===== src/hdl/ive_pkg.sv =====
// Constants, vector table and carrier types for the interrupt entry unit
package ive_pkg;

  localparam int          IVE_NUM_MASKABLE = 17;
  localparam int          IVE_NUM_VECTORS  = 20;
  localparam int          IVE_NUM_SOURCES  = 32;
  localparam int          IVE_STACK_BYTES  = 9;
  localparam logic [3:0]  IVE_STACK_LAST   = 4'h8;
  localparam logic [3:0]  IVE_PULL_LAST    = 4'h9;
  localparam logic [3:0]  IVE_VEC_LAST     = 4'h2;
  localparam logic [15:0] IVE_STACK_SPAN   = 16'h0009;

  // Register offsets on the plain software port
  localparam logic [7:0]  IVE_REG_PRIO     = 8'h3c;
  localparam logic [7:0]  IVE_REG_CCR      = 8'h3d;
  localparam logic [7:0]  IVE_REG_PEND     = 8'h3e;
  localparam logic [7:0]  IVE_REG_RXFULL   = 8'h3f;

  localparam logic [4:0]  IVE_PSEL_RESET   = 5'h06;
  localparam logic [4:0]  IVE_PSEL_FIRST   = 5'h06;
  localparam logic [4:0]  IVE_PSEL_LAST    = 5'h16;
  localparam logic [7:0]  IVE_CCR_RESET    = 8'hd0;
  localparam int          IVE_CCR_X        = 6;
  localparam int          IVE_CCR_I        = 4;

  localparam logic [15:0] IVE_VEC_NMI      = 16'hfff4;
  localparam logic [15:0] IVE_VEC_SWTRAP   = 16'hfff6;
  localparam logic [15:0] IVE_VEC_ILLEGAL  = 16'hfff8;
  localparam logic [15:0] IVE_VEC_WATCHDOG = 16'hfffa;
  localparam logic [15:0] IVE_VEC_CLKMON   = 16'hfffc;
  localparam logic [15:0] IVE_VEC_RESET    = 16'hfffe;
  localparam logic [15:0] IVE_VEC_RSV_LOW  = 16'hffc0;

  // Maskable sources, indexed in priority-select code order (code - 6)
  localparam logic [15:0] IVE_VEC_TABLE [IVE_NUM_MASKABLE] = '{
    16'hfff2, 16'hfff0, 16'hffee, 16'hffec, 16'hffea, 16'hffe8, 16'hffe6, 16'hffe4,
    16'hffe2, 16'hffe0, 16'hffde, 16'hffdc, 16'hffda, 16'hffd8, 16'hffd6, 16'hffd4,
    16'hffd2};
  // Fixed default ranking, highest first
  localparam logic [4:0] IVE_DEFAULT_ORDER [IVE_NUM_MASKABLE] = '{
    5'h00, 5'h01, 5'h02, 5'h03, 5'h04, 5'h05, 5'h06, 5'h07,
    5'h08, 5'h09, 5'h0f, 5'h10, 5'h0a, 5'h0b, 5'h0c, 5'h0d, 5'h0e};

  typedef enum logic [2:0] {
    IVE_ST_IDLE  = 3'b000,
    IVE_ST_STACK = 3'b001,
    IVE_ST_VEC   = 3'b010,
    IVE_ST_PULL  = 3'b011
  } ive_state_t;

  typedef struct packed {
    logic [15:0] pc;
    logic [15:0] iy;
    logic [15:0] ix;
    logic [7:0]  acc_a;
    logic [7:0]  acc_b;
  } ive_cpu_regs_t;

  typedef struct packed {
    logic rx_full;
    logic overrun;
    logic tx_empty;
    logic tx_complete;
    logic idle_line;
  } ive_sci_flags_t;

  typedef struct packed {
    logic receive_irq_en;
    logic tx_empty_irq_en;
    logic tx_complete_irq_en;
    logic idle_irq_en;
  } ive_sci_en_t;

  typedef struct packed {
    logic           irq_level;
    logic           periodic_tick;
    logic [2:0]     capture;
    logic [3:0]     compare;
    logic           capture4_compare5;
    logic           timer_overflow;
    logic           pulse_overflow;
    logic           pulse_edge;
    logic           sync_serial;
    ive_sci_flags_t [2:0] sci;
  } ive_flags_t;

  typedef struct packed {
    logic        periodic_tick_irq_en;
    logic        capture1_irq_en, capture2_irq_en, capture3_irq_en;
    logic        compare1_irq_en, compare2_irq_en, compare3_irq_en, compare4_irq_en;
    logic        capture4_compare5_irq_en;
    logic        timer_overflow_irq_en;
    logic        pulse_overflow_irq_en;
    logic        pulse_edge_irq_en;
    logic        sync_serial_irq_en;
    ive_sci_en_t [2:0] sci;
    logic        watchdog_disable;
    logic        clock_monitor_en;
  } ive_enables_t;

endpackage : ive_pkg


===== src/hdl/ive_entry.sv =====
// Interrupt recognition, register stacking, vector fetch and return unit
//////////////////////////////////////////////////////////////////////////////
// Summary of operation
// (RULE1) 20 vectors, 32 sources, 17 maskable peripheral requests
// (RULE2) Maskable requests, IRQ included, need I clear
// (RULE3) NMI pin, trap, illegal ignore I; NMI needs X
// (RULE4) Software trap FFF6, illegal opcode FFF8, unmasked
// (RULE5) Watchdog FFFA, clock monitor FFFC, reset FFFE
// (RULE6) Recognized when enabled; serviced at instruction end
// (RULE7) Push nine bytes downward, CONDITION_CODE_REG last at SP-8
// (RULE8) Set I after CONDITION_CODE_REG stacked; X for NMI
// (RULE9) Fetch winner's two-byte vector, continue there
// (RULE10) Return pulls bytes in reverse stacking order
// (RULE11) Receive-full clears on status then data read
// (RULE12) Channel 3 sources share FFD2 under enables
// (RULE13) Channel 2 sources share FFD4 under enables
// (RULE14) Channel 1 sources share FFD6 under enables
// (RULE15) Sync serial completion at FFD8, own enable
// (RULE16) Pulse edge FFDA, pulse overflow FFDC
// (RULE17) Timer overflow FFDE, capture4/compare5 FFE0
// (RULE18) Compare 4..1 at FFE2 down to FFE8
// (RULE19) Capture 3..1 FFEA..FFEE, periodic tick FFF0
// (RULE20) Vector high byte even; low table reserved
// (RULE21) Fixed default priority; one source promotable
// (RULE22) Reset sets X and I; software never re-sets X
//////////////////////////////////////////////////////////////////////////////
module ive_entry
  import ive_pkg::*;
(
  input  wire logic          core_clk_in,
  input  wire logic          nrst_in,
  input  wire ive_flags_t    flags_in,
  input  wire ive_enables_t  enables_in,
  input  wire logic [2:0]    rx_status_rd_in,
  input  wire logic [2:0]    rx_data_rd_in,
  input  wire logic          nonmaskable_req_pin_in,
  input  wire logic          watchdog_fail_in,
  input  wire logic          clock_fail_in,
  input  wire logic          instr_done_in,
  input  wire logic          software_trap_in,
  input  wire logic          illegal_opcode_in,
  input  wire logic          return_in,
  input  wire ive_cpu_regs_t cpu_regs_in,
  input  wire logic [15:0]   sp_in,
  input  wire logic [7:0]    mem_rdata_in,
  input  wire logic [7:0]    reg_addr_in,
  input  wire logic [7:0]    reg_wdata_in,
  input  wire logic          reg_wr_in,
  input  wire logic          reg_rd_in,
  output logic [7:0]         reg_rdata_out,
  output logic [15:0]        mem_addr_out,
  output logic [7:0]         mem_wdata_out,
  output logic               mem_we_out,
  output logic               mem_re_out,
  output logic               busy_out,
  output logic               pc_load_out,
  output logic [15:0]        pc_value_out,
  output logic               restore_valid_out,
  output ive_cpu_regs_t      restore_regs_out,
  output logic [15:0]        sp_out,
  output logic [7:0]         condition_code_reg_out,
  output logic [2:0]         receive_full_flag_out
);

  typedef struct packed {
    ive_state_t    fsm;
    logic [3:0]    cnt;
    logic [15:0]   vec;
    logic          set_x;
    ive_cpu_regs_t regs;
    logic [15:0]   sp;
    logic [7:0]    condition_code_reg;
    logic [4:0]    psel;
    logic [2:0]    rx_full;
    logic [2:0]    rx_armed;
    logic [7:0]    rdata;
    logic [15:0]   mem_addr;
    logic [7:0]    mem_wdata;
    logic          mem_we;
    logic          mem_re;
    logic          pc_load;
    logic [15:0]   pc_val;
    logic          restore_valid;
    ive_cpu_regs_t restore;
    logic          busy;
  } ive_core_t;

  ive_core_t s;
  ive_core_t next_s;

  // Byte k of the stacking order: PROG_COUNTER_LOW first, CONDITION_CODE_REG last
  function automatic logic [7:0] stack_byte(ive_cpu_regs_t r, logic [7:0] c, logic [3:0] k);
    case (k)
      4'h0:    stack_byte = r.pc[7:0];
      4'h1:    stack_byte = r.pc[15:8];
      4'h2:    stack_byte = r.iy[7:0];
      4'h3:    stack_byte = r.iy[15:8];
      4'h4:    stack_byte = r.ix[7:0];
      4'h5:    stack_byte = r.ix[15:8];
      4'h6:    stack_byte = r.acc_a;
      4'h7:    stack_byte = r.acc_b;
      default: stack_byte = c;
    endcase
  endfunction

  function automatic ive_cpu_regs_t put_byte(ive_cpu_regs_t r, logic [3:0] k, logic [7:0] d);
    put_byte = r;
    case (k)
      4'h0:    put_byte.pc[7:0]   = d;
      4'h1:    put_byte.pc[15:8]  = d;
      4'h2:    put_byte.iy[7:0]   = d;
      4'h3:    put_byte.iy[15:8]  = d;
      4'h4:    put_byte.ix[7:0]   = d;
      4'h5:    put_byte.ix[15:8]  = d;
      4'h6:    put_byte.acc_a     = d;
      4'h7:    put_byte.acc_b     = d;
      default: put_byte           = r;
    endcase
  endfunction

  // Reserved select codes fall back to the external level request
  function automatic logic [4:0] psel_index(logic [4:0] code);
    if (code >= IVE_PSEL_FIRST && code <= IVE_PSEL_LAST) begin
      psel_index = 5'(code - IVE_PSEL_FIRST);
    end else begin
      psel_index = 5'h00;
    end
  endfunction

  //////////////////////////////////////////////////////////////////////////////
  // Request gating
  logic [IVE_NUM_MASKABLE-1:0] pend;
  logic [2:0]                  sci_req;
  logic [4:0]                  win;
  logic                        any_pend;
  logic                        wd_hit;
  logic                        cm_hit;
  logic                        nmi_ok;

  genvar gi;
  generate
    for (gi = 0; gi < 3; gi++) begin : g_sci
      // Channels 1..3 feed FFD6, FFD4, FFD2
      assign sci_req[gi] =
        ((s.rx_full[gi] | flags_in.sci[gi].overrun) & enables_in.sci[gi].receive_irq_en) |
        (flags_in.sci[gi].tx_empty & enables_in.sci[gi].tx_empty_irq_en) |
        (flags_in.sci[gi].tx_complete & enables_in.sci[gi].tx_complete_irq_en) |
        (flags_in.sci[gi].idle_line & enables_in.sci[gi].idle_irq_en); // RULE12 RULE13 RULE14
    end
  endgenerate

  always_comb begin
    pend[0]  = flags_in.irq_level;                                       // RULE2
    pend[1]  = flags_in.periodic_tick & enables_in.periodic_tick_irq_en;  // RULE19
    pend[2]  = flags_in.capture[0] & enables_in.capture1_irq_en;         // RULE19
    pend[3]  = flags_in.capture[1] & enables_in.capture2_irq_en;         // RULE19
    pend[4]  = flags_in.capture[2] & enables_in.capture3_irq_en;         // RULE19
    pend[5]  = flags_in.compare[0] & enables_in.compare1_irq_en;         // RULE18
    pend[6]  = flags_in.compare[1] & enables_in.compare2_irq_en;         // RULE18
    pend[7]  = flags_in.compare[2] & enables_in.compare3_irq_en;         // RULE18
    pend[8]  = flags_in.compare[3] & enables_in.compare4_irq_en;         // RULE18
    pend[9]  = flags_in.capture4_compare5 & enables_in.capture4_compare5_irq_en; // RULE17
    pend[10] = flags_in.timer_overflow & enables_in.timer_overflow_irq_en;      // RULE17
    pend[11] = flags_in.pulse_overflow & enables_in.pulse_overflow_irq_en;      // RULE16
    pend[12] = flags_in.pulse_edge & enables_in.pulse_edge_irq_en;              // RULE16
    pend[13] = flags_in.sync_serial & enables_in.sync_serial_irq_en;            // RULE15
    pend[14] = sci_req[0];
    pend[15] = sci_req[1];
    pend[16] = sci_req[2];
    any_pend = |pend;
    // Promoted source wins only if it is itself pending
    win = IVE_DEFAULT_ORDER[0];
    for (int k = IVE_NUM_MASKABLE - 1; k >= 0; k--) begin
      if (pend[IVE_DEFAULT_ORDER[k]]) begin
        win = IVE_DEFAULT_ORDER[k];
      end
    end
    if (pend[psel_index(s.psel)]) begin
      win = psel_index(s.psel); // RULE21
    end
    wd_hit = watchdog_fail_in & ~enables_in.watchdog_disable; // RULE5
    cm_hit = clock_fail_in & enables_in.clock_monitor_en;     // RULE5
    nmi_ok = nonmaskable_req_pin_in & ~s.condition_code_reg[IVE_CCR_X];      // RULE3
  end

  //////////////////////////////////////////////////////////////////////////////
  // Next state
  always_comb begin
    next_s               = s;
    next_s.mem_we        = 1'b0;
    next_s.mem_re        = 1'b0;
    next_s.pc_load       = 1'b0;
    next_s.restore_valid = 1'b0;

    // Receive-full flags: a new arrival beats a clearing read
    for (int c = 0; c < 3; c++) begin
      if (flags_in.sci[c].rx_full) begin
        next_s.rx_full[c] = 1'b1;
      end else if (s.rx_armed[c] && rx_data_rd_in[c]) begin
        next_s.rx_full[c]  = 1'b0; // RULE11
        next_s.rx_armed[c] = 1'b0;
      end
      if (rx_status_rd_in[c] && s.rx_full[c]) begin
        next_s.rx_armed[c] = 1'b1; // RULE11
      end
    end

    // Software port
    if (reg_rd_in) begin
      case (reg_addr_in)
        IVE_REG_PRIO:   next_s.rdata = {3'h0, s.psel};
        IVE_REG_CCR:    next_s.rdata = s.condition_code_reg;
        IVE_REG_PEND:   next_s.rdata = {any_pend, 2'h0, win};
        IVE_REG_RXFULL: next_s.rdata = {5'h00, s.rx_full};
        default:        next_s.rdata = 8'h00;
      endcase
    end
    if (reg_wr_in && reg_addr_in == IVE_REG_PRIO && s.condition_code_reg[IVE_CCR_I]) begin
      next_s.psel = reg_wdata_in[4:0]; // RULE21
    end
    if (reg_wr_in && reg_addr_in == IVE_REG_CCR && s.fsm == IVE_ST_IDLE) begin
      next_s.condition_code_reg = reg_wdata_in;
      next_s.condition_code_reg[IVE_CCR_X] = reg_wdata_in[IVE_CCR_X] & s.condition_code_reg[IVE_CCR_X]; // RULE22
    end

    case (s.fsm)
      IVE_ST_IDLE: begin
        next_s.cnt   = 4'h0;
        next_s.set_x = 1'b0;
        // Reset-type sources skip stacking and mask everything
        if (cm_hit || wd_hit) begin
          next_s.vec = cm_hit ? IVE_VEC_CLKMON : IVE_VEC_WATCHDOG; // RULE5
          next_s.condition_code_reg[IVE_CCR_X] = 1'b1;
          next_s.condition_code_reg[IVE_CCR_I] = 1'b1;
          next_s.fsm = IVE_ST_VEC;
        end else if (instr_done_in) begin // RULE6
          next_s.regs = cpu_regs_in;
          next_s.sp   = sp_in;
          if (return_in) begin
            next_s.restore = cpu_regs_in;
            next_s.fsm     = IVE_ST_PULL; // RULE10
          end else if (nmi_ok) begin
            next_s.vec   = IVE_VEC_NMI; // RULE3
            next_s.set_x = 1'b1;
            next_s.fsm   = IVE_ST_STACK;
          end else if (illegal_opcode_in) begin
            next_s.vec = IVE_VEC_ILLEGAL; // RULE4
            next_s.fsm = IVE_ST_STACK;
          end else if (software_trap_in) begin
            next_s.vec = IVE_VEC_SWTRAP; // RULE4
            next_s.fsm = IVE_ST_STACK;
          end else if (any_pend && !s.condition_code_reg[IVE_CCR_I]) begin
            next_s.vec = IVE_VEC_TABLE[win]; // RULE2 RULE1
            next_s.fsm = IVE_ST_STACK;
          end
        end
      end
      IVE_ST_STACK: begin
        next_s.mem_we    = 1'b1;
        next_s.mem_addr  = 16'(s.sp - {12'h000, s.cnt}); // RULE7
        next_s.mem_wdata = stack_byte(s.regs, s.condition_code_reg, s.cnt); // RULE7
        next_s.cnt       = 4'(s.cnt + 4'h1);
        if (s.cnt == IVE_STACK_LAST) begin
          next_s.condition_code_reg[IVE_CCR_I] = 1'b1; // RULE8
          if (s.set_x) begin
            next_s.condition_code_reg[IVE_CCR_X] = 1'b1; // RULE8
          end
          next_s.sp  = 16'(s.sp - IVE_STACK_SPAN);
          next_s.cnt = 4'h0;
          next_s.fsm = IVE_ST_VEC;
        end
      end
      IVE_ST_VEC: begin
        // High byte sits at the even address
        next_s.cnt = 4'(s.cnt + 4'h1);
        if (s.cnt == 4'h0) begin
          next_s.mem_re   = 1'b1;
          next_s.mem_addr = s.vec; // RULE20 RULE9
        end else if (s.cnt == 4'h1) begin
          next_s.mem_re   = 1'b1;
          next_s.mem_addr = {s.vec[15:1], 1'b1}; // RULE20
          next_s.pc_val[15:8] = mem_rdata_in;
        end else begin
          next_s.pc_val[7:0] = mem_rdata_in; // RULE9
          next_s.pc_load     = 1'b1;
          next_s.cnt         = 4'h0;
          next_s.fsm         = IVE_ST_IDLE;
        end
      end
      IVE_ST_PULL: begin
        next_s.cnt = 4'(s.cnt + 4'h1);
        if (s.cnt != IVE_PULL_LAST) begin
          next_s.mem_re   = 1'b1;
          next_s.mem_addr = 16'(s.sp + {12'h000, s.cnt} + 16'h0001); // RULE10
        end
        if (s.cnt != 4'h0) begin
          if (s.cnt == 4'h1) begin
            next_s.condition_code_reg = mem_rdata_in; // RULE10
          end else begin
            next_s.restore = put_byte(s.restore, 4'(IVE_PULL_LAST - s.cnt), mem_rdata_in);
          end
        end
        if (s.cnt == IVE_PULL_LAST) begin
          next_s.restore_valid = 1'b1;
          next_s.pc_load       = 1'b1;
          next_s.pc_val        = next_s.restore.pc;
          next_s.sp            = 16'(s.sp + IVE_STACK_SPAN);
          next_s.cnt           = 4'h0;
          next_s.fsm           = IVE_ST_IDLE;
        end
      end
      default: begin
        next_s.fsm = IVE_ST_IDLE;
      end
    endcase
    // Registered so the busy output comes straight from a flop
    next_s.busy = (next_s.fsm != IVE_ST_IDLE);
  end

  always_ff @(posedge core_clk_in or negedge nrst_in) begin
    if (!nrst_in) begin
      s          <= '0;
      s.fsm      <= IVE_ST_IDLE;
      s.condition_code_reg      <= IVE_CCR_RESET; // RULE22
      s.psel     <= IVE_PSEL_RESET;
      s.vec      <= IVE_VEC_RESET;
    end else begin
      s <= next_s;
    end
  end

  assign reg_rdata_out          = s.rdata;
  assign mem_addr_out           = s.mem_addr;
  assign mem_wdata_out          = s.mem_wdata;
  assign mem_we_out             = s.mem_we;
  assign mem_re_out             = s.mem_re;
  assign busy_out               = s.busy;
  assign pc_load_out            = s.pc_load;
  assign pc_value_out           = s.pc_val;
  assign restore_valid_out      = s.restore_valid;
  assign restore_regs_out       = s.restore;
  assign sp_out                 = s.sp;
  assign condition_code_reg_out = s.condition_code_reg;
  assign receive_full_flag_out  = s.rx_full;

  //////////////////////////////////////////////////////////////////////////////
  // Checks
  chk_x_never_set: assert property (@(posedge core_clk_in) disable iff (!nrst_in) // RULE22
    (reg_wr_in && reg_addr_in == IVE_REG_CCR && !s.condition_code_reg[IVE_CCR_X] && !wd_hit && !cm_hit)
      |=> !s.condition_code_reg[IVE_CCR_X]) else $error("X bit set by software");

  chk_stack_nine: assert property (@(posedge core_clk_in) disable iff (!nrst_in) // RULE7
    (s.fsm == IVE_ST_STACK && s.cnt == 4'h0) |=> s.mem_we [*8] ##1 s.mem_we ##1 !s.mem_we)
    else $error("Stacking is not nine writes");

  chk_ccr_last: assert property (@(posedge core_clk_in) disable iff (!nrst_in) // RULE7
    (s.fsm == IVE_ST_STACK && s.cnt == IVE_STACK_LAST)
      |=> s.mem_addr == 16'(s.sp + 16'h0001) && s.mem_wdata == $past(s.condition_code_reg))
    else $error("CONDITION_CODE_REG not stacked at SP-8");

  chk_i_after_stack: assert property (@(posedge core_clk_in) disable iff (!nrst_in) // RULE8
    (s.fsm == IVE_ST_STACK && s.cnt == IVE_STACK_LAST)
      |=> s.condition_code_reg[IVE_CCR_I] && (s.condition_code_reg[IVE_CCR_X] == ($past(s.set_x) || $past(s.condition_code_reg[IVE_CCR_X]))))
    else $error("Mask bits wrong after stacking");

  chk_vec_load: assert property (@(posedge core_clk_in) disable iff (!nrst_in) // RULE9
    (s.fsm == IVE_ST_VEC && s.cnt == 4'h0) |-> ##1 (s.mem_re && s.mem_addr == $past(s.vec))
      ##2 s.pc_load) else $error("Vector fetch timing wrong");

  chk_mask_gate: assert property (@(posedge core_clk_in) disable iff (!nrst_in) // RULE2
    (s.fsm == IVE_ST_IDLE && instr_done_in && s.condition_code_reg[IVE_CCR_I] && !return_in && !nmi_ok
      && !illegal_opcode_in && !software_trap_in && !wd_hit && !cm_hit)
      |=> s.fsm == IVE_ST_IDLE) else $error("Masked request serviced");

  chk_psel_guard: assert property (@(posedge core_clk_in) disable iff (!nrst_in) // RULE21
    (reg_wr_in && reg_addr_in == IVE_REG_PRIO && !s.condition_code_reg[IVE_CCR_I])
      |=> s.psel == $past(s.psel)) else $error("Priority changed while unmasked");

  chk_rx_clear: assert property (@(posedge core_clk_in) disable iff (!nrst_in) // RULE11
    (rx_status_rd_in[0] && s.rx_full[0] && !flags_in.sci[0].rx_full)
      ##1 (rx_data_rd_in[0] && !flags_in.sci[0].rx_full) |=> !s.rx_full[0])
    else $error("Receive-full flag not cleared");

  chk_pull_len: assert property (@(posedge core_clk_in) disable iff (!nrst_in) // RULE10
    (s.fsm == IVE_ST_PULL && s.cnt == 4'h0) |-> ##10 (s.restore_valid && s.pc_load))
    else $error("Return pull length wrong");

endmodule // ive_entry


===== config.mk =====
export PLATFORM = sky130hd
export DESIGN_NAME = ive_entry
export DESIGN_NICKNAME = d
export VERILOG_FILES = /design/src/hdl/ive_pkg.sv /design/src/hdl/ive_entry.sv
export SDC_FILE = /design/constraint.sdc
export NUM_CORES = 1
export LEC_CHECK = 0
export BUFFER_PORTS_ARGS = -buffer_cell sky130_fd_sc_hd__buf_4
export CORE_MARGIN = 8
export CORE_UTILIZATION = 36
export DETAILED_ROUTE_END_ITERATION = 6
export PLACE_DENSITY = 0.69
export REMOVE_ABC_BUFFERS = 1
export SKIP_CTS_REPAIR_TIMING = 1
export SYNTH_ARGS = -nofsm -noshare
export SYNTH_HDL_FRONTEND = slang
export SYNTH_SLANG_ARGS = --single-unit

===== constraint.sdc =====
create_clock -name core_clk_in -period 3.6 [get_ports core_clk_in]
set_input_delay 0.54 -clock core_clk_in [delete_from_list [all_inputs] [get_ports core_clk_in]]
set_output_delay 0.54 -clock core_clk_in [all_outputs]
set_load 0.1 [all_outputs]

==> reports/results.txt <==
status: complete, but fails checks
failing checks: negative hold slack
Clock Sinks: 230
die area: 0.0446 sq mm
Psw: 10.2 mW
CP Data Arrival Time: 3.86 ns
Worst setup EP type: flip-flop
Netlist Area Pre-Place: 0.0137 sq mm
ANT nets after route: 0
fin. max-slew vios: 0
Via Count: 11947
Starting Density: 36.5%
Worst Path Required: 4.08 ns
setup total negative slack: 0 ns
Ys Warns: 0
fill count: 3608
H-tree levels: 1
total grt overflow: 0
initial antenna violation count: 3
global-route wire length before repair: 74000 um
share of cells above drive strength 1: 30.7%
multi-input logic area: 0.00644 sq mm
final setup vio count: 0
Std-Cell Rows: 71
Num CTS Buffers: 28
path depth of the worst reg2reg path: 10
WHS: -0.0117 ns
area post-placement: 0.0158 sq mm
post-synth cell types: 78
combinational power share: 58.0%
Max-Cap Viols: 0
Power Density: 1110 mW/mm^2
Detailed Route WL: 48700 um
Synth Flop Type: dfrtp_1
Slew HR: 22.2%
area delta synth->final: 22.7%
Seq/Total Area, Yosys: 42.1%
Post-Syn Area per Cell: 9.21 sq um
vias in the first global route: 12244
crit start category: flip-flop
DR vias/cell: 5.45
#FFs+latches synth: 230
worst skew pair latency: 0.58 ns
Die X: 211 um
Net Sw Frac: 54.3%
I/O pin count: 321
Period minus WS final: 3.39 ns
# nets final: 1869
first drt pass iteration count: 5
period utilization: 94.1%
unrepaired setup endpoints after global routing: false
Remaining DRCs: 0
Design Area, Final: 0.0168 sq mm
Leak: 7.57 nW
Tightest Hold Check Type: input port to asynchronous set/reset pin
Final Hold Vio Count: 15
RePlAce Congestion: 0.864
Die Height: 211 um
drt wl/cell: 22.2 um
ys async rst share: 100%
worst-path maximum fanout: 10
Buffers on Ports: 320
Worst IR Drop VDD: 0.982 mV
number of synthesized flops with an enable pin: 0
total power: 18.7 mW
r2r setup slk: 0.21 ns
worst setup path class: flip-flop to flip-flop
Worst Tran Pin Value: 1.16 ns
worst reg2reg path startpoint: s[124]
clk_skew: 0.0370 ns
P_int: 8.55 mW
Worst-path clk slew: 0.06 ns
largest net degree at the start of global routing: 91
fmax: 295 MHz
TritonCTS clock tree: built
total track usage: 21.0%
Initial DRC Count: 815
clock root buffer: clkbuf_16
CP startpoint: s[124]
FF-to-FF End: s[221]
dpl hpwl: 36700 um
clock share of power: 17.1%
cells after synthesis: 1488
register area: 0.00577 sq mm
CTS max path bufs: 3
sequential share of power: 24.9%
core area: 0.0376 sq mm
==> cells by family after synthesis <==
kind of cell             count (synthesis)  share of synthesized area (%)
adder cells (fa/ha/maj)                 34                           3.27
multiplexers                            90                           7.23
flip-flops                             230                           42.1
XOR/XNOR                                26                           1.66
other                                    1                         0.0274
AO/OA/AOI/OAI                          459                           21.4
buffers and inverters                  263                           11.1
AND/OR/NAND/NOR                        385                           13.2
==> critical path, cell delays in order (launching register included) <==
cell,delay [ns]
dfstp_2,0.41
ha_1,0.29
or3_1,0.45
o211a_1,0.26
a2111oi_1,0.55
a22oi_2,0.18
nand4b_1,0.22
mux2i_2,0.36
ha_1,0.22
mux2i_1,0.07
o32a_1,0.30
==> sequential cells by signal (all words and copies together) (netlist names) <==
register	cells
mem_wdata_out	8
reg_rdata_out	8
pc_load_out	1
sp_out	16
mem_we_out	1
s	86
mem_re_out	1
restore_valid_out	1
restore_regs_out	64
receive_full_flag_out	3
pc_value_out	16
busy_out	1
condition_code_reg_out	8
mem_addr_out	16
==> power by group through the flow <==
stage	clock, mW	sequential (mW)	combinational (mW)
after floorplan	0	9.38	3.24
after global placement	0	4.64	10.7
after detailed placement	0	4.69	10.9
after CTS	3.27	4.66	10.9
after global routing	3.37	4.81	11.4
final	3.20	4.67	10.8
==> synthesized netlist by cell type (12+ instances only) <==
cell type	number	area share [%]
a32oi_1	12	0.77
inv_1	39	1.1
a31oi_1	16	0.73
nor2_1	131	3.6
xnor2_1	12	0.77
o21a_1	14	0.77
o21ai_0	62	2.3
buf_4	139	7.6
ha_1	31	2.8
xor2_1	14	0.89
nor3_1	19	0.69
dfrtp_1	219	40
and3_1	20	0.91
nand2_1	95	2.6
nand3_1	43	1.6
mux2_2	72	5.9
clkbuf_1	62	1.7
a222oi_1	12	0.88
nor2b_1	13	0.59
mux2i_1	18	1.3
a22oi_1	46	2.5
o22ai_1	20	0.91
buf_1	17	0.47
a21oi_1	175	6.4
==> through the flow <==
stage	util (%)	setup slack [ns]	hold WS (ns)	instances
after detailed placement	41.9	0.138	0.476	2139
final	44.8	0.213	-0.0117	2192
after CTS	44.7	0.126	0.00821	2191
after global placement	41.9	0.249	0.469	2139
after global routing	44.8	0.0106	0.0370	2192
after floorplan	-	-1.54	0.244	1266
==> routing by layer <==
metal	share of wire (%)	track usage, %
met3	7.7	5.39
met2	48	35.4
met4	2.5	5.26
met1	41	26.6
met5	0.027	0
==> worst max path at each step <==
stage	slack, ns	cells past startpoint	to
floorplan	-1.54	11	sp_out[11]
global placement	0.25	10	s[221]
detailed placement	0.14	10	s[222]
CTS	0.13	10	s[221]
global route	0.01	10	s[222]
finish	0.21	10	s[221]
==> final cells by class <==
class	instances	share of cell area, %
diodes	1	0.0149
inverters	41	0.915
well taps	511	3.80
multi-input cells	995	38.3
repair buffers	362	16.4
flip-flops and latches	230	34.3
clock buffers	34	4.54
clock inverters	18	1.75
==> placed cells by master, fill, tap and decap left out, types with 5 or more instances in the layout <==
cell type and instances:
dfrtp_1 219, a22oi_1 46, nand3_1 43, nor2_1 131
o221ai_1 9, ha_1 31, nand2_1 93, xnor2_1 12
or2_2 5, xor2_1 14, a22o_1 5, nor4_1 7
nand4_1 9, clkbuf_16 28, a222oi_1 12, o211ai_1 11
o22ai_1 20, bufinv_16 6, o21bai_1 8, nand2b_1 10
o21a_1 14, mux2i_1 16, and3_1 19, a31oi_1 16
nor3_1 19, o21ai_0 62, a21o_1 9, a211oi_1 9
or3_1 8, nor2b_1 13, a32oi_1 12, a21oi_1 175
dfstp_2 11, buf_4 358, and2_1 5, inv_1 39
mux2_2 72
(Power assumes the default switching activity.)
